File: src/hw/uccs_pkg.sv
// Purpose: Shared constants and types of the serial port control block
// Assumes: 8-bit special-function bus, control register on page zero
// Notes:   Bit positions follow the control register layout
package uccs_pkg;

    // ----------------------------------------------------------------
    // Register map
    // ----------------------------------------------------------------
    localparam logic [3:0] UCCS_PAGE = 4'h0;
    localparam logic [7:0] UCCS_CTRL_ADDR = 8'h98;
    localparam logic [7:0] UCCS_DATA_ADDR = 8'h99;
    localparam logic [7:0] UCCS_CTRL_RESET = 8'h40;
    localparam logic [7:0] UCCS_ZERO_BYTE = 8'h00;
    localparam logic [4:0] UCCS_CTRL_BITBASE = 5'h13; // 0x98 >> 3

    // ----------------------------------------------------------------
    // Control register fields
    // ----------------------------------------------------------------
    localparam int UCCS_B_MODE = 7;
    localparam int UCCS_B_ONE = 6;
    localparam int UCCS_B_FILT = 5;
    localparam int UCCS_B_REN = 4;
    localparam int UCCS_B_TB8 = 3;
    localparam int UCCS_B_RB8 = 2;
    localparam int UCCS_B_TI = 1;
    localparam int UCCS_B_RI = 0;

    // ----------------------------------------------------------------
    // Frame timing
    // ----------------------------------------------------------------
    localparam logic [3:0] UCCS_LAST_DATA = 4'h7;
    localparam logic [3:0] UCCS_CNT_ZERO = 4'h0;
    localparam logic [3:0] UCCS_CNT_ONE = 4'h1;
    localparam logic [7:0] UCCS_SHIFT_ZERO = 8'h00;

    // ----------------------------------------------------------------
    // Frame state machines
    // ----------------------------------------------------------------
    typedef enum logic [2:0] {
        UCCS_IDLE,
        UCCS_START,
        UCCS_DATA,
        UCCS_NINTH,
        UCCS_STOP
    } uccs_frame_t;

endpackage : uccs_pkg

File: src/hw/uccs_rx.sv
// Purpose: Receive framer: start detect, bit sampling, frame end pulse
// Assumes: ovf_i is one pulse per half bit time, rx_i synchronous
// Notes:   Start resets the bit phase so reception follows the line
`timescale 1ns/10ps
`default_nettype none

module uccs_rx
    import uccs_pkg::*;
(
    // Clock and reset
    input wire logic clk_i,
    input wire logic rstn_i,
    // Control
    input wire logic enable_i,
    input wire logic nine_i,
    input wire logic ovf_i,
    // Serial line
    input wire logic rx_i,
    // Frame result
    output logic done_o,
    output logic [7:0] data_o,
    output logic bit9_o
);

    typedef struct packed {
        uccs_frame_t st;
        logic half;
        logic [3:0] cnt;
        logic [7:0] shift;
        logic ninth;
        logic stop;
        logic done;
        logic prev;
    } uccs_rx_s_t;

    uccs_rx_s_t s;
    uccs_rx_s_t next_s;

    // Frame sequencing
    always_comb begin
        next_s = s;
        next_s.done = 1'b0;
        next_s.prev = rx_i;
        case (s.st)
            UCCS_IDLE: begin
                if (enable_i && s.prev && !rx_i) begin
                    next_s.st = UCCS_START;
                    next_s.half = 1'b0;
                    next_s.cnt = UCCS_CNT_ZERO;
                end
            end
            UCCS_START: begin
                // Middle of start bit after one half bit
                if (ovf_i) begin
                    next_s.st = rx_i ? UCCS_IDLE : UCCS_DATA;
                end
            end
            UCCS_DATA: begin
                if (ovf_i) begin
                    next_s.half = ~s.half;
                    if (s.half) begin
                        next_s.shift = {rx_i, s.shift[7:1]};
                        next_s.cnt = s.cnt + UCCS_CNT_ONE;
                        if (s.cnt == UCCS_LAST_DATA) begin
                            next_s.st = nine_i ? UCCS_NINTH : UCCS_STOP;
                        end
                    end
                end
            end
            UCCS_NINTH: begin
                if (ovf_i) begin
                    next_s.half = ~s.half;
                    if (s.half) begin
                        next_s.ninth = rx_i;
                        next_s.st = UCCS_STOP;
                    end
                end
            end
            UCCS_STOP: begin
                if (ovf_i) begin
                    next_s.half = ~s.half;
                    if (s.half) begin
                        next_s.stop = rx_i;
                        next_s.done = 1'b1;
                        next_s.st = UCCS_IDLE;
                    end
                end
            end
            default: begin
                next_s.st = UCCS_IDLE;
            end
        endcase
        // Disabled receiver drops any frame in progress
        if (!enable_i) begin
            next_s.st = UCCS_IDLE;
            next_s.done = 1'b0;
        end
    end

    // State register
    always_ff @(posedge clk_i) begin
        if (!rstn_i) begin
            s <= '{st: UCCS_IDLE, half: 1'b0, cnt: UCCS_CNT_ZERO,
                   shift: UCCS_SHIFT_ZERO, ninth: 1'b0, stop: 1'b0,
                   done: 1'b0, prev: 1'b1};
        end else begin
            s <= next_s;
        end
    end

    // Outputs
    assign done_o = s.done;
    assign data_o = s.shift;
    assign bit9_o = nine_i ? s.ninth : s.stop;

endmodule : uccs_rx

`default_nettype wire

File: src/hw/uccs_ctrl.sv
// Purpose: Serial port control register, transmitter and flag logic
// Assumes: ovf_i is the baud timer overflow, two per bit time
// Notes:   Byte and single-bit access both reach the control register
//          Bit 6 is not stored; it reads one from the register view
//          Data buffer writes while a frame is being sent are dropped
`timescale 1ns/10ps
`default_nettype none

module uccs_ctrl
    import uccs_pkg::*;
(
    // Clock and reset
    input wire logic clk_i,
    input wire logic rstn_i,
    // Special-function byte bus
    input wire logic [3:0] sfr_page_i,
    input wire logic [7:0] sfr_addr_i,
    input wire logic sfr_wr_i,
    input wire logic sfr_rd_i,
    input wire logic [7:0] sfr_wdata_i,
    output logic [7:0] sfr_rdata_o,
    // Special-function single-bit access
    input wire logic [7:0] bit_addr_i,
    input wire logic bit_wr_i,
    input wire logic bit_rd_i,
    input wire logic bit_wdata_i,
    output logic bit_rdata_o,
    // Baud timing and interrupt enable
    input wire logic ovf_i,
    input wire logic int_enable_i,
    output logic irq_o,
    // Serial lines
    input wire logic rx_i,
    output logic tx_o,
    output logic tx_busy_o
);

    // ----------------------------------------------------------------
    // State
    // ----------------------------------------------------------------
    typedef struct packed {
        // Software fields of the control register
        logic mode;
        logic filt;
        logic ren;
        logic tb8;
        logic rb8;
        // Done flags, set by hardware, cleared by software
        logic ti;
        logic ri;
        // Receive buffer and registered read data
        logic [7:0] rbuf;
        logic [7:0] rdata;
        logic bdata;
        // Transmitter sequencing and line
        uccs_frame_t tst;
        logic thalf;
        logic [3:0] tcnt;
        logic [7:0] tshift;
        logic tline;
    } uccs_ctrl_s_t;

    uccs_ctrl_s_t s;
    uccs_ctrl_s_t next_s;

    // Receive framer results
    logic rx_done;
    logic [7:0] rx_data;
    logic rx_bit9;

    // Decoded accesses
    logic page_ok;
    logic ctrl_wr;
    logic data_wr;
    logic bit_hit;

    // Register views and frame acceptance
    logic [7:0] ctrl_view;
    logic [7:0] ctrl_wval;
    logic accept;

    // ----------------------------------------------------------------
    // Receive framer
    // ----------------------------------------------------------------
    // Framer follows the stored mode and enable; clearing the enable
    // drops a frame in progress, so no half frame is delivered later
    uccs_rx u_rx (
        .clk_i(clk_i),
        .rstn_i(rstn_i),
        .enable_i(s.ren),
        .nine_i(s.mode),
        .ovf_i(ovf_i),
        .rx_i(rx_i),
        .done_o(rx_done),
        .data_o(rx_data),
        .bit9_o(rx_bit9)
    );

    // ----------------------------------------------------------------
    // Address decode
    // ----------------------------------------------------------------
    // Block answers only on its own page
    assign page_ok = (sfr_page_i == UCCS_PAGE);
    assign ctrl_wr = sfr_wr_i && page_ok && (sfr_addr_i == UCCS_CTRL_ADDR);
    assign data_wr = sfr_wr_i && page_ok && (sfr_addr_i == UCCS_DATA_ADDR);
    assign bit_hit = page_ok && (bit_addr_i[7:3] == UCCS_CTRL_BITBASE);

    // Read view of control register, bit 6 fixed high
    always_comb begin
        ctrl_view = {s.mode, 1'b1, s.filt, s.ren,
                     s.tb8, s.rb8, s.ti, s.ri};
    end

    // Value that a byte or single-bit write leaves in the register
    // Byte write wins over a single-bit write in the same cycle
    always_comb begin
        ctrl_wval = ctrl_view;
        if (ctrl_wr) begin
            ctrl_wval = sfr_wdata_i;
        end else if (bit_wr_i && bit_hit) begin
            ctrl_wval[bit_addr_i[2:0]] = bit_wdata_i;
        end
    end

    // Frame acceptance: flag free and filter satisfied
    // Flag still set means overrun: byte and ninth bit are dropped
    assign accept = !s.ri && (!s.filt || rx_bit9);

    // ----------------------------------------------------------------
    // Next state
    // ----------------------------------------------------------------
    always_comb begin
        next_s = s;

        // Software writes; bit 6 is never stored
        next_s.mode = ctrl_wval[UCCS_B_MODE];
        next_s.filt = ctrl_wval[UCCS_B_FILT];
        next_s.ren = ctrl_wval[UCCS_B_REN];
        next_s.tb8 = ctrl_wval[UCCS_B_TB8];
        next_s.rb8 = ctrl_wval[UCCS_B_RB8];
        next_s.ti = ctrl_wval[UCCS_B_TI];
        next_s.ri = ctrl_wval[UCCS_B_RI];

        // Accepted frame loads data and ninth bit, sets flag over clear
        if (rx_done && accept) begin
            next_s.rbuf = rx_data;
            next_s.rb8 = rx_bit9;
            next_s.ri = 1'b1;
        end

        // Registered read data; other pages and addresses read zero
        // Data stays until the next read strobe
        if (sfr_rd_i && page_ok && sfr_addr_i == UCCS_CTRL_ADDR) begin
            next_s.rdata = ctrl_view;
        end else if (sfr_rd_i && page_ok && sfr_addr_i == UCCS_DATA_ADDR) begin
            next_s.rdata = s.rbuf;
        end else if (sfr_rd_i) begin
            next_s.rdata = UCCS_ZERO_BYTE;
        end
        // Single-bit read outside the register reads zero
        if (bit_rd_i) begin
            next_s.bdata = bit_hit && ctrl_view[bit_addr_i[2:0]];
        end

        // Transmitter; a write while busy is ignored
        // Each bit stands two timer pulses; thalf marks the first one.
        // The line is loaded one bit ahead from tshift[1], because the
        // shift of the current bit lands on the same edge.
        case (s.tst)
            // Idle line high, data write starts the start bit
            UCCS_IDLE: begin
                next_s.tline = 1'b1;
                if (data_wr) begin
                    next_s.tst = UCCS_START;
                    next_s.tshift = sfr_wdata_i;
                    next_s.tcnt = UCCS_CNT_ZERO;
                    next_s.thalf = 1'b0;
                    next_s.tline = 1'b0;
                end
            end

            // Second pulse ends the start bit, first data bit follows
            UCCS_START: begin
                if (ovf_i) begin
                    next_s.thalf = ~s.thalf;
                    if (s.thalf) begin
                        next_s.tst = UCCS_DATA;
                        next_s.tline = s.tshift[0];
                    end
                end
            end

            // Eight data bits, then ninth bit or stop bit
            UCCS_DATA: begin
                if (ovf_i) begin
                    next_s.thalf = ~s.thalf;
                    if (s.thalf) begin
                        next_s.tshift = {1'b0, s.tshift[7:1]};
                        next_s.tcnt = s.tcnt + UCCS_CNT_ONE;
                        if (s.tcnt == UCCS_LAST_DATA) begin
                            if (s.mode) begin
                                next_s.tst = UCCS_NINTH;
                                next_s.tline = s.tb8;
                            end else begin
                                next_s.tst = UCCS_STOP;
                                next_s.tline = 1'b1;
                                next_s.ti = 1'b1;
                            end
                        end else begin
                            next_s.tline = s.tshift[1];
                        end
                    end
                end
            end

            // Ninth bit, flag set as the stop bit begins
            UCCS_NINTH: begin
                if (ovf_i) begin
                    next_s.thalf = ~s.thalf;
                    if (s.thalf) begin
                        next_s.tst = UCCS_STOP;
                        next_s.tline = 1'b1;
                        next_s.ti = 1'b1;
                    end
                end
            end

            // Stop bit stands its full time before the next frame
            UCCS_STOP: begin
                if (ovf_i) begin
                    next_s.thalf = ~s.thalf;
                    if (s.thalf) begin
                        next_s.tst = UCCS_IDLE;
                    end
                end
            end

            // Unused codes fall back to an idle line
            default: begin
                next_s.tst = UCCS_IDLE;
                next_s.tline = 1'b1;
            end
        endcase
    end

    // ----------------------------------------------------------------
    // State register
    // ----------------------------------------------------------------
    // Synchronous reset; fields come from the control reset value
    always_ff @(posedge clk_i) begin
        if (!rstn_i) begin
            s <= '{mode: UCCS_CTRL_RESET[UCCS_B_MODE],
                   filt: UCCS_CTRL_RESET[UCCS_B_FILT],
                   ren: UCCS_CTRL_RESET[UCCS_B_REN],
                   tb8: UCCS_CTRL_RESET[UCCS_B_TB8],
                   rb8: UCCS_CTRL_RESET[UCCS_B_RB8],
                   ti: UCCS_CTRL_RESET[UCCS_B_TI],
                   ri: UCCS_CTRL_RESET[UCCS_B_RI],
                   rbuf: UCCS_ZERO_BYTE,
                   rdata: UCCS_ZERO_BYTE,
                   bdata: 1'b0,
                   tst: UCCS_IDLE,
                   thalf: 1'b0,
                   tcnt: UCCS_CNT_ZERO,
                   tshift: UCCS_SHIFT_ZERO,
                   tline: 1'b1};
        end else begin
            s <= next_s;
        end
    end

    // ----------------------------------------------------------------
    // Outputs
    // ----------------------------------------------------------------
    assign sfr_rdata_o = s.rdata;
    assign bit_rdata_o = s.bdata;
    assign tx_o = s.tline;
    assign tx_busy_o = (s.tst != UCCS_IDLE);
    // Request follows the flags at once; a software clear drops it
    // on the edge after the write, never earlier
    assign irq_o = int_enable_i && (s.ti || s.ri);

endmodule : uccs_ctrl

`default_nettype wire

File: config.mk
export PLATFORM = sky130hd
export DESIGN_NAME = uccs_ctrl
export DESIGN_NICKNAME = d
export VERILOG_FILES = /design/src/hw/uccs_pkg.sv /design/src/hw/uccs_rx.sv /design/src/hw/uccs_ctrl.sv
export SDC_FILE = /design/constraint.sdc
export NUM_CORES = 1
export LEC_CHECK = 0
export BUFFER_PORTS_ARGS = -buffer_cell sky130_fd_sc_hd__buf_2
export CORE_ASPECT_RATIO = 0.75
export CORE_MARGIN = 2
export CORE_UTILIZATION = 40
export DETAILED_ROUTE_END_ITERATION = 10
export GPL_TIMING_DRIVEN = 1
export HOLD_SLACK_MARGIN = 0.03
export SETUP_SLACK_MARGIN = 0.5
export SLEW_MARGIN = 20
export SYNTH_ARGS = -nofsm -noshare
export SYNTH_HDL_FRONTEND = slang
export SYNTH_SLANG_ARGS = --single-unit
File: constraint.sdc
create_clock -name clk_i -period 2.45 [get_ports clk_i]
set_input_delay 0 -clock clk_i [delete_from_list [all_inputs] [get_ports clk_i]]
set_output_delay 0 -clock clk_i [all_outputs]
set_load 0.01 [all_outputs]
==> flow_metrics.env, run 1 <==
export IMPL_cts_root_buf="clkbuf_8"
export IMPL_initial_utilization_pct=40.8
export IMPL_via_per_inst=5.49
export IMPL_synth_flop_cell="dfxtp_1"
export IMPL_synth_avg_cell_area_um2=8.18
export IMPL_yosysUniqueCellTypes=59
export IMPL_finClkSkew_ps=6.49
export IMPL_arrival_ps=2020
export IMPL_rsz0062_at_grt="false"
export IMPL_power_density_nw_per_um2=546
export IMPL_grt_max_degree=29
export IMPL_period_minus_slack_ps=1790
export IMPL_synth_edf_count=0
export IMPL_synthesis_instances=390
export IMPL_wl_per_cell_um=14.9
export IMPL_fin_setup_tns_ps=0
export IMPL_synth_fp_nets=430
export IMPL_required_ps=2680
export IMPL_io_buffer_count=49
export IMPL_slew_viol_final=0
export IMPL_max_freq_mhz=558
export IMPL_drt_pass1_iter_count=5
export IMPL_syn_cell_area_um2=3190
export IMPL_die_area_um2=8710
export IMPL_synth_seq_area_share_pct=38.3
export IMPL_ys_ff_latch=61
export IMPL_diodes=0
export IMPL_cp_start_kind="register"
export IMPL_die_y_um=81.3
export IMPL_end_kind="register"
export IMPL_tightest_slew_ps=1010
export IMPL_cts_htree_levels=3
export IMPL_numCtsBuffers=9
export IMPL_insertion_delay_ps=340
export IMPL_yosysWarningCount=0
export IMPL_cts_tree="yes"
export IMPL_n_fill_cell=777
export IMPL_overflow=0
export IMPL_path_clk_slew_ps=70
export IMPL_ir_drop_uv=254
export IMPL_hold_viol_final=0
export IMPL_regArea_um2=1220
export IMPL_async_reset_ff_share_pct=0
export IMPL_place_inst=517
export IMPL_grt_usage_pct=19.1
export IMPL_drtAntennaViolNets=0
export IMPL_drt_iter0_drc=135
export IMPL_max_slew_margin_pct=32.8
export IMPL_crit_chain="mux2_2 > o22a_1 > o21ai_0 > nand2_1 > dlygate4sd3_1"
export IMPL_drc=0
export IMPL_power_leakage_uw=0.00140
export IMPL_coreArea_um2=7810
export IMPL_post_route_period_util_pct=73.1
export IMPL_dpl_cell_area_um2=3460
export IMPL_fin_nets=475
export IMPL_rows=28
export IMPL_outcome="finished clean"
export IMPL_die_x_um=107
export IMPL_worst_setup_path_type="reg2reg"
export IMPL_multi_input_area_um2=1800
export IMPL_critPathMaxStageDelay_ps=560
export IMPL_grt_pass1_wl_mm=13.0
export IMPL_cts_setup_buffers=0
export IMPL_hold_path_class="in2reg"
export IMPL_finalSetupViolations=0
export IMPL_clkSinkCount=61
export IMPL_fin_area_um2=3810
export IMPL_wl_mm=8.10
export IMPL_crit_fanout=6
export IMPL_grt_pass1_vias=2722
export IMPL_vias=2992
export IMPL_cap_viol_max_count=0
export IMPL_layoutNonFillerInstCount=545
export IMPL_gp_congestion=0.865
export IMPL_drive_gt1_share_pct=20.9
export IMPL_cts_max_path_buffers=2
export IMPL_hpwlAfterDp_mm=5.60
export IMPL_antenna_found_initial=0
export IMPL_crit_slowest_cell="dlygate4sd3_1"
export IMPL_area_growth_syn_to_layout_pct=19.4
export IMPL_io_pins=50
## worst paths after layout
check / start / to / slack (ps) / cells after the start
max: ctrl_view[4] / bit_rdata_o / 660 / 5
min: bit_wdata_i / ctrl_view[5] / 60 / 3
max reg2reg: ctrl_view[4] / bit_rdata_o / 660 / 5
min reg2reg: u_rx.s[15] / u_rx.s[15] / 450 / 1
## worst max-delay path: cells and delay by family (launching register included)
family | cells | cell delay (ps)
simple gates | 1 | 70
compound gates | 2 | 320
mux | 1 | 310
flops | 1 | 420
buf+inv | 1 | 560
## sequential cells by signal, summed over array words and instances (netlist names)
| signal | cells |
|---|---|
| bit_rdata_o | 1 |
| ctrl_view | 7 |
| s | 24 |
| sfr_rdata_o | 8 |
| tx_o | 1 |
| u_rx.data_o | 8 |
| u_rx.done_o | 1 |
| u_rx.s | 11 |
## layout by cell type, fill, tap and decap left out, drive strengths merged, types with 7 or more instances in the layout
| master | instances |
|---|---|
| a221oi | 7 |
| o21ai | 26 |
| nor2 | 36 |
| buf | 55 |
| dfxtp | 61 |
| dlygate4sd3 | 12 |
| nand3 | 16 |
| mux2i | 20 |
| nor3 | 11 |
| inv | 8 |
| nand2b | 16 |
| mux2 | 9 |
| clkbuf | 10 |
| a21oi | 34 |
| nand2 | 38 |
## Yosys cell counts, types with 3 or more instances
cell	number	area [um^2]
dfxtp_1	61	1220
nand2_1	38	143
nor2_1	35	131
a21oi_1	34	170
clkbuf_1	24	90.1
mux2i_1	20	200
o21ai_0	17	85.1
nand2b_1	16	100
nand3_1	16	80.1
nor3_1	11	55.1
mux2_2	9	101
buf_4	8	60.1
a221oi_1	7	61.3
inv_1	7	26.3
o21ai_1	7	35.0
nand3b_1	6	45.0
nor4_1	5	31.3
nand4_1	4	25.0
nor3b_1	4	30.0
o22ai_1	4	25.0
a22oi_1	3	22.5
o31a_1	3	26.3
o31ai_1	3	22.5
or3_1	3	18.8
## cell families (layout without fill, tap and decap cells)
logic type,after synthesis,after routing,synth area share [%]
AND/OR/NAND/NOR,155,155,25.3
AO/OA/AOI/OAI,100,100,19.8
flip-flops,61,61,38.3
buffers and inverters,41,91,5.80
multiplexers,29,29,9.45
adder cells (fa/ha/maj),2,2,0.784
XOR/XNOR,2,2,0.549
## metrics by stage
stage / power [uW] / setup WS (ps) / hold WS [ps] / util (%)
after detailed placement: 1110 / 367 / 275 / 44.3
after floorplan: 1060 / 643 / 73.0 / -
after CTS: 2100 / 549 / 46.5 / 48.5
after global placement: 1110 / 406 / 269 / 44.3
after global routing: 2150 / 544 / 86.1 / 48.8
final: 2080 / 658 / 57.9 / 48.8
## power breakdown
| part | internal (uW) | total (uW) | switching, uW |
|---|---|---|---|
| Sequential | 992 | 992 | 0.302 |
| Clock | 571 | 972 | 401 |
| Combinational | 51.6 | 115 | 63.4 |
| Total | 1610 | 2080 | 465 |
## area by class of cell
| cell class | instances | share of cell area, % |
|---|---|---|
| Inverter | 8 | 0.788 |
| Tap cell | 105 | 3.45 |
| Clock inverter | 6 | 2.30 |
| Multi-Input combinational cell | 288 | 47.2 |
| Sequential cell | 61 | 32.1 |
| Clock buffer | 10 | 3.35 |
| Timing Repair Buffer | 67 | 10.8 |
## layer usage
metal | vias to the layer above | global-route usage [%] | part of all wire (%)
met1 | 1377 | 26.1 | 49
li1 | 1504 | - | -
met5 | - | 0 | 0
met3 | 13 | 5.46 | 6.9
met2 | 98 | 29.1 | 42
met4 | 0 | 6.36 | 1.9
## timing repair
action / 4_1_cts / 5_1_grt
hold buffers: 12 / 0
gates resized for setup: 0 / 5
setup endpoints to repair: 0 / 12
endpoints found under the hold margin: 22 / 0
No activity file was read; power rests on OpenSTA's default activity.
==> run 2, diff against run 1 <==
--- a/config.mk
+++ b/config.mk
@@ -5,6 +5,7 @@
 export SDC_FILE = /design/constraint.sdc
 export NUM_CORES = 1
 export LEC_CHECK = 0
+export ABC_AREA = 1
 export BUFFER_PORTS_ARGS = -buffer_cell sky130_fd_sc_hd__buf_2
 export CORE_ASPECT_RATIO = 0.75
 export CORE_MARGIN = 2
==> constraint.sdc (replaced) <==
create_clock -name clk_i -period 1.5 [get_ports clk_i]
set_input_delay 0 -clock clk_i [delete_from_list [all_inputs] [get_ports clk_i]]
set_output_delay 0 -clock clk_i [all_outputs]
set_load 0.01 [all_outputs]
==> run 2 against run 1 <==
Effect of this change:
- sequential share of layout area decreased by 5.3 points
- routed wire length rose by 16%
- critical path depth up 3
- clock-buffer cell count unchanged
- area after synthesis fell by 0.31%
- total power grew 88%
- critical path type unchanged
- critical endpoint is now s[12]
==> flow_metrics.env, run 2 <==
export IMPL_grt_pass1_wl_mm=15.3
export IMPL_tightest_slew_ps=690
export IMPL_grt_max_degree=18
export IMPL_whs_endpoint="sfr_rdata_o[7]"
export IMPL_io_pins=50
export IMPL_via_per_inst=5.12
export IMPL_hold_path_class="in2reg"
export IMPL_period_minus_slack_ps=1340
export IMPL_clkSinkCount=61
export IMPL_finClkSkew_ps=4.34
export IMPL_cts_htree_levels=3
export IMPL_path_clk_slew_ps=70
export IMPL_syn_cell_area_um2=3180
export IMPL_synth_avg_cell_area_um2=6.67
export IMPL_ir_drop_uv=538
export IMPL_ys_ff_latch=61
export IMPL_drt_pass1_iter_count=5
export IMPL_area_growth_syn_to_layout_pct=47.2
export IMPL_die_area_um2=8690
export IMPL_r2r_start="s[15]"
export IMPL_top_usage_layer="met2"
export IMPL_rsz0062_at_grt="true"
export IMPL_p_switching_uw=964
export IMPL_initial_utilization_pct=40.7
export IMPL_arrival_ps=1550
export IMPL_end_kind="register"
export IMPL_pwr_share_clk_pct=44.8
export IMPL_drt_iter0_drc=127
export IMPL_power_density_nw_per_um2=835
export IMPL_drtAntennaViolNets=0
export IMPL_setup_slack_ps=160
export IMPL_crit_chain="nor2_4 > nand2_4 > inv_6 > nand3_4 > nand2_8 > inv_2 > nand2_1 > a21oi_2"
export IMPL_max_freq_mhz=746
export IMPL_yosysMostFrequentCell="nand2_1"
export IMPL_finalSetupViolations=0
export IMPL_power_leakage_uw=0.00199
export IMPL_seqPwrFrac_pct=42.7
export IMPL_vias=3493
export IMPL_largest_reg_flops=24
export IMPL_async_reset_ff_share_pct=0
export IMPL_reg2reg_depth=8
export IMPL_grtUsageMet2_pct=35.5
export IMPL_wl_mm=9.36
export IMPL_required_ps=1710
export IMPL_hold_viol_final=0
export IMPL_cap_viol_max_count=0
export IMPL_cp_start_kind="register"
export IMPL_rows=28
export IMPL_cts_root_buf="clkbuf_8"
export IMPL_synth_flop_cell="dfxtp_1"
export IMPL_cts_max_path_buffers=2
export IMPL_hold_depth=3
export IMPL_io_buffer_count=49
export IMPL_yosysUniqueCellTypes=34
export IMPL_coreArea_um2=7810
export IMPL_yosysWarningCount=0
export IMPL_min_delay_start="rstn_i"
export IMPL_synth_seq_area_share_pct=38.4
export IMPL_grt_pass1_vias=3305
export IMPL_holdBufCountCts=15
export IMPL_max_slew_margin_pct=53.9
export IMPL_synth_area_leaders="dfxtp_1 38%, nand2_1 12%, nor2_1 8.6%"
export IMPL_diodes=0
export IMPL_wl_per_cell_um=13.7
export IMPL_drc=0
export IMPL_pwr_share_comb_pct=12.6
export IMPL_synth_fp_nets=517
export IMPL_gp_congestion=0.959
export IMPL_met1_usage_pct=29.8
export IMPL_fin_nets=613
export IMPL_numCtsBuffers=9
export IMPL_worst_setup_path_type="reg2reg"
export IMPL_slew_viol_final=0
export IMPL_p_sw_share_pct=24.6
export IMPL_crit_slowest_cell="dfxtp_4"
export IMPL_reg_top3="s: 24 flops, u_rx.s: 11 flops"
export IMPL_r2r_slack_ps=160
export IMPL_overflow=0
export IMPL_final_cell_mix="74 x nand2_1, 56 x nor2_1, 49 x dfxtp_1, 48 x buf_2, 40 x inv_1"
export IMPL_final_common_cell="nand2_1"
export IMPL_grt_usage_pct=22.6
export IMPL_largest_register="s"
export IMPL_synth_edf_count=0
export IMPL_crit_fanout=5
export IMPL_place_ws_ps=50.5
export IMPL_critPathMaxStageDelay_ps=370
export IMPL_synth_top_area_share_pct=38.4
export IMPL_fin_setup_tns_ps=0
export IMPL_grt_util_met3_pct=5.54
export IMPL_antenna_found_initial=0
export IMPL_r2r_end="s[12]"
export IMPL_synthesis_instances=477
export IMPL_dpl_cell_area_um2=3650
export IMPL_yosys_area_top_type="dfxtp_1"
export IMPL_insertion_delay_ps=350
export IMPL_die_y_um=81.2
export IMPL_post_route_period_util_pct=89.3
export IMPL_hpwlAfterDp_mm=6.17
export IMPL_cts_tree="yes"
export IMPL_synth_common_cells="98 x nand2_1, 73 x nor2_1, 61 x dfxtp_1"
export IMPL_outcome="finished clean"
export IMPL_fin_area_um2=4680
export IMPL_drive_gt1_share_pct=40.4
export IMPL_die_x_um=107
export IMPL_p_int_uw=2950
[run 2: layer usage]
metal / routed length (um) / share of wire (%)
met1: 4460 / 48
met2: 4270 / 46
met3: 484 / 5.2
met4: 136 / 1.5
met5: 0 / 0
[run 2: worst max-delay path by stage]
stage | from | end | slack [ps] | cells past startpoint
3_5_place_dp | s[14] | s[10] | 50 | 8
5_1_grt | s[10] | s[14] | 70 | 9
2_1_floorplan | s[14] | s[12] | 170 | 8
4_1_cts | s[15] | s[12] | 180 | 9
6_report | s[15] | s[12] | 160 | 8
3_3_place_gp | ctrl_view[7] | ctrl_view[0] | 130 | 10
[run 2: cell families after synthesis]
logic type | after synthesis | share of synthesized area, %
DFF | 61 | 38.4
xor gates and xnor gates | 3 | 0.826
buffers and inverters | 79 | 11.0
AOI/OAI and AO/OA | 102 | 17.6
and+or+nand+nor | 230 | 31.4
adders and majority gates | 2 | 0.787
[run 2: worst max-delay path: cells and delay by family (launching register included)]
family,cells,cell delay (ps)
AOI/OAI and AO/OA,1,50
buffers and inverters,2,130
DFF,1,370
and+or+nand+nor,5,640
[run 2: per-stage QoR]
stage                     hold WS, ps  power, uW  util, %  instances
after floorplan                  94.1       1930        -        477
after global placement            189       2050     46.7        622
after detailed placement          193       2060     46.7        622
after CTS                       -7.39       3910     56.4        674
after global routing             24.2       4080     59.9        682
final                            10.3       3910     59.9        682
[run 2: what timing repair did]
action                     4_1_cts  5_1_grt
pin swaps                       26       32
buffers inserted                19        8
gates cloned                     3        0
hold endpoints to repair        28        1
resized for setup               78       69
setup endpoints to repair       48       54
[run 2: power groups by stage]
stage	clock, uW	combinational [uW]	sequential, uW
floorplan	0	220	1710
global placement	0	342	1710
detailed placement	0	343	1710
CTS	1800	439	1670
global route	1870	545	1670
finish	1750	492	1670
[run 2: area by class of cell]
class                   instances  area (um^2)
clock inverters                 5          100
clock buffers                  10          128
inverters                      58          250
well taps                     105          131
flip-flops and latches         61         1250
multi-input cells             339         2040
repair buffers                104          776
fillers                       713         3130
==> run 3, diff against run 2 <==
--- a/config.mk
+++ b/config.mk
@@ -17,4 +17,5 @@
 export SLEW_MARGIN = 20
 export SYNTH_ARGS = -nofsm -noshare
 export SYNTH_HDL_FRONTEND = slang
+export SYNTH_HIERARCHICAL = 1
 export SYNTH_SLANG_ARGS = --single-unit
==> run 3 against run 2 <==
Effect of this change:
- area after synthesis increased by 9.7%
- hold slack better by 38 ps
- combinational power is 2% lower
- clock-buffer cell count unchanged
- clock power rose by 37%
- largest cell class unchanged
- highest routed layer unchanged
==> flow_metrics.env, run 3 <==
export IMPL_reg2reg_depth=8
export IMPL_post_route_period_util_pct=89.1
export IMPL_synthesis_instances=539
export IMPL_synth_edf_count=0
export IMPL_cts_max_path_buffers=2
export IMPL_r2r_start="s[9]"
export IMPL_power_density_nw_per_um2=887
export IMPL_clkSinkCount=61
export IMPL_cts_htree_levels=3
export IMPL_synth_seq_area_share_pct=35.0
export IMPL_drtAntennaViolNets=0
export IMPL_syn_cell_area_um2=3490
export IMPL_io_pins=50
export IMPL_finalSetupViolations=0
export IMPL_overflow=0
export IMPL_r2r_end="s[15]"
export IMPL_yosysMostFrequentCell="nand2_1"
export IMPL_antenna_found_initial=0
export IMPL_grt_max_degree=42
export IMPL_fin_area_um2=5110
export IMPL_fin_setup_tns_ps=0
export IMPL_ir_drop_uv=802
export IMPL_synth_flop_cell="dfxtp_1"
export IMPL_largest_reg_flops=24
export IMPL_synth_area_leaders="dfxtp_1 35%, nand2_1 12%, nor2_1 10%"
export IMPL_via_per_inst=5.03
export IMPL_power_leakage_uw=0.00240
export IMPL_largest_register="s"
export IMPL_end_kind="register"
export IMPL_grt_usage_pct=22.0
export IMPL_slew_viol_final=0
export IMPL_cts_root_buf="clkbuf_16"
export IMPL_diodes=0
export IMPL_synth_avg_cell_area_um2=6.47
export IMPL_final_common_cell="nand2_1"
export IMPL_initial_utilization_pct=41.3
export IMPL_dpl_cell_area_um2=3870
export IMPL_worst_setup_path_type="reg2reg"
export IMPL_yosysUniqueCellTypes=38
export IMPL_synth_top_area_share_pct=35.0
export IMPL_reg_top3="s: 24 flops, u_rx/s: 11 flops"
export IMPL_period_minus_slack_ps=1340
export IMPL_io_buffer_count=49
export IMPL_async_reset_ff_share_pct=0
export IMPL_grt_pass1_vias=3484
export IMPL_max_slew_margin_pct=57.6
export IMPL_hpwlAfterDp_mm=6.45
export IMPL_crit_path_end="s[15]"
export IMPL_gp_congestion=0.898
export IMPL_wl_mm=10.4
export IMPL_finClkSkew_ps=5.92
export IMPL_yosys_area_top_type="dfxtp_1"
export IMPL_drt_iter0_drc=178
export IMPL_wl_per_cell_um=13.7
export IMPL_drive_gt1_share_pct=41.4
export IMPL_grt_pass1_wl_mm=16.8
export IMPL_yosysWarningCount=6
export IMPL_rsz0062_at_grt="true"
export IMPL_drc=0
export IMPL_final_cell_mix="96 x nand2_1, 79 x nor2_1, 48 x inv_1, 47 x buf_2, 44 x dfxtp_1"
export IMPL_outcome="finished clean"
export IMPL_die_area_um2=9490
export IMPL_area_growth_syn_to_layout_pct=46.6
export IMPL_hold_viol_final=0
export IMPL_arrival_ps=1590
export IMPL_rows=29
export IMPL_ys_ff_latch=61
export IMPL_max_freq_mhz=748
export IMPL_cp_start_kind="register"
export IMPL_hold_path_class="in2reg"
export IMPL_die_y_um=84.9
export IMPL_cap_viol_max_count=0
export IMPL_drt_pass1_iter_count=5
export IMPL_r2r_slack_ps=160
export IMPL_tightest_slew_ps=636
export IMPL_crit_fanout=3
export IMPL_critPathLaunch="s[9]"
export IMPL_numCtsBuffers=9
export IMPL_min_delay_start="sfr_rd_i"
export IMPL_required_ps=1750
export IMPL_coreArea_um2=8450
export IMPL_synth_fp_nets=579
export IMPL_die_x_um=112
export IMPL_n_fill_cell=760
export IMPL_fin_nets=683
export IMPL_path_clk_slew_ps=60
export IMPL_insertion_delay_ps=340
export IMPL_cts_tree="yes"
export IMPL_synth_common_cells="113 x nand2_1, 94 x nor2_1, 61 x dfxtp_1"
export IMPL_vias=3799
[run 3: cell count changes in the layout (fill, tap and decap cells not counted), sizes merged, moves of 7 or more]
cell	before	now
nand4	14	3
nor2	77	112
nand2	103	122
buf	89	110
dlygate4sd3	15	7
inv	58	67
nand3	31	38
[run 3: kinds of logic after synthesis]
logic type,count (synthesis),synth area share (%)
fa+ha+maj,2,0.717
xor+xnor,2,0.502
simple gates,282,36.0
buf+inv,96,12.8
flops,61,35.0
compound gates,96,14.9
[run 3: area by class of cell]
type                    instances  area (um^2)  share of cell area (%)
well taps                     108          135                    2.64
flip-flops and latches         61         1260                    24.7
inverters                      70          309                    6.04
repair buffers                117          870                    17.0
clock inverters                 6          111                    2.18
multi-input cells             383         2190                    42.8
clock buffers                  10          229                    4.48
repair inverters                1         6.26                   0.122
[run 3: worst min path at each step]
stage                     cells past startpoint              to  slack [ps]
after floorplan                               1           irq_o         110
after global placement                        4     bit_rdata_o         270
after detailed placement                      4     bit_rdata_o         280
after CTS                                     4  sfr_rdata_o[7]          40
after global routing                          5    ctrl_view[1]          50
final                                         4  sfr_rdata_o[7]          50
[run 3: per-layer routing]
metal | track usage, % | wire, um | up-vias
met5 | 0 | 0 | -
met4 | 5.84 | 156 | 0
met3 | 6.64 | 625 | 16
met2 | 34.5 | 4770 | 124
met1 | 29.8 | 4820 | 1728
li1 | - | - | 1931
[run 3: through the flow]
stage | hold WS, ps | instances | setup WS, ps | power (uW) | utilization (%)
floorplan | 112 | 539 | 93.3 | 1930 | -
global placement | 274 | 680 | 106 | 2060 | 45.8
detailed placement | 279 | 680 | 60.4 | 2060 | 45.8
CTS | 36.1 | 744 | 196 | 4510 | 57.7
global route | 54.8 | 756 | 43.7 | 4700 | 60.5
finish | 48.1 | 756 | 164 | 4540 | 60.5
[run 3: power breakdown]
group / internal, uW / switching (uW) / total [uW]
combinational: 195 / 286 / 481
clock: 1620 / 771 / 2390
sequential: 1640 / 23.7 / 1660
[run 3: worst max-delay path, cell delays in order (launching register included)]
cell and delay [ps]:
dfxtp_4 360, ha_4 160, nand2_4 70, nor2_4 130
nor2_2 50, a21oi_2 140, buf_4 130, nand4_1 70
a21oi_1 150
[run 3: timing repair]
| action | in CTS | in global routing |
|---|---|---|
| setup buffers | 38 | 12 |
| hold buffers | 7 | 0 |
| cloned | 3 | 0 |
| pin swaps | 45 | 43 |
| endpoints found under the setup margin | 49 | 54 |
| resized for setup | 102 | 49 |
| hold endpoints to repair | 10 | 0 |
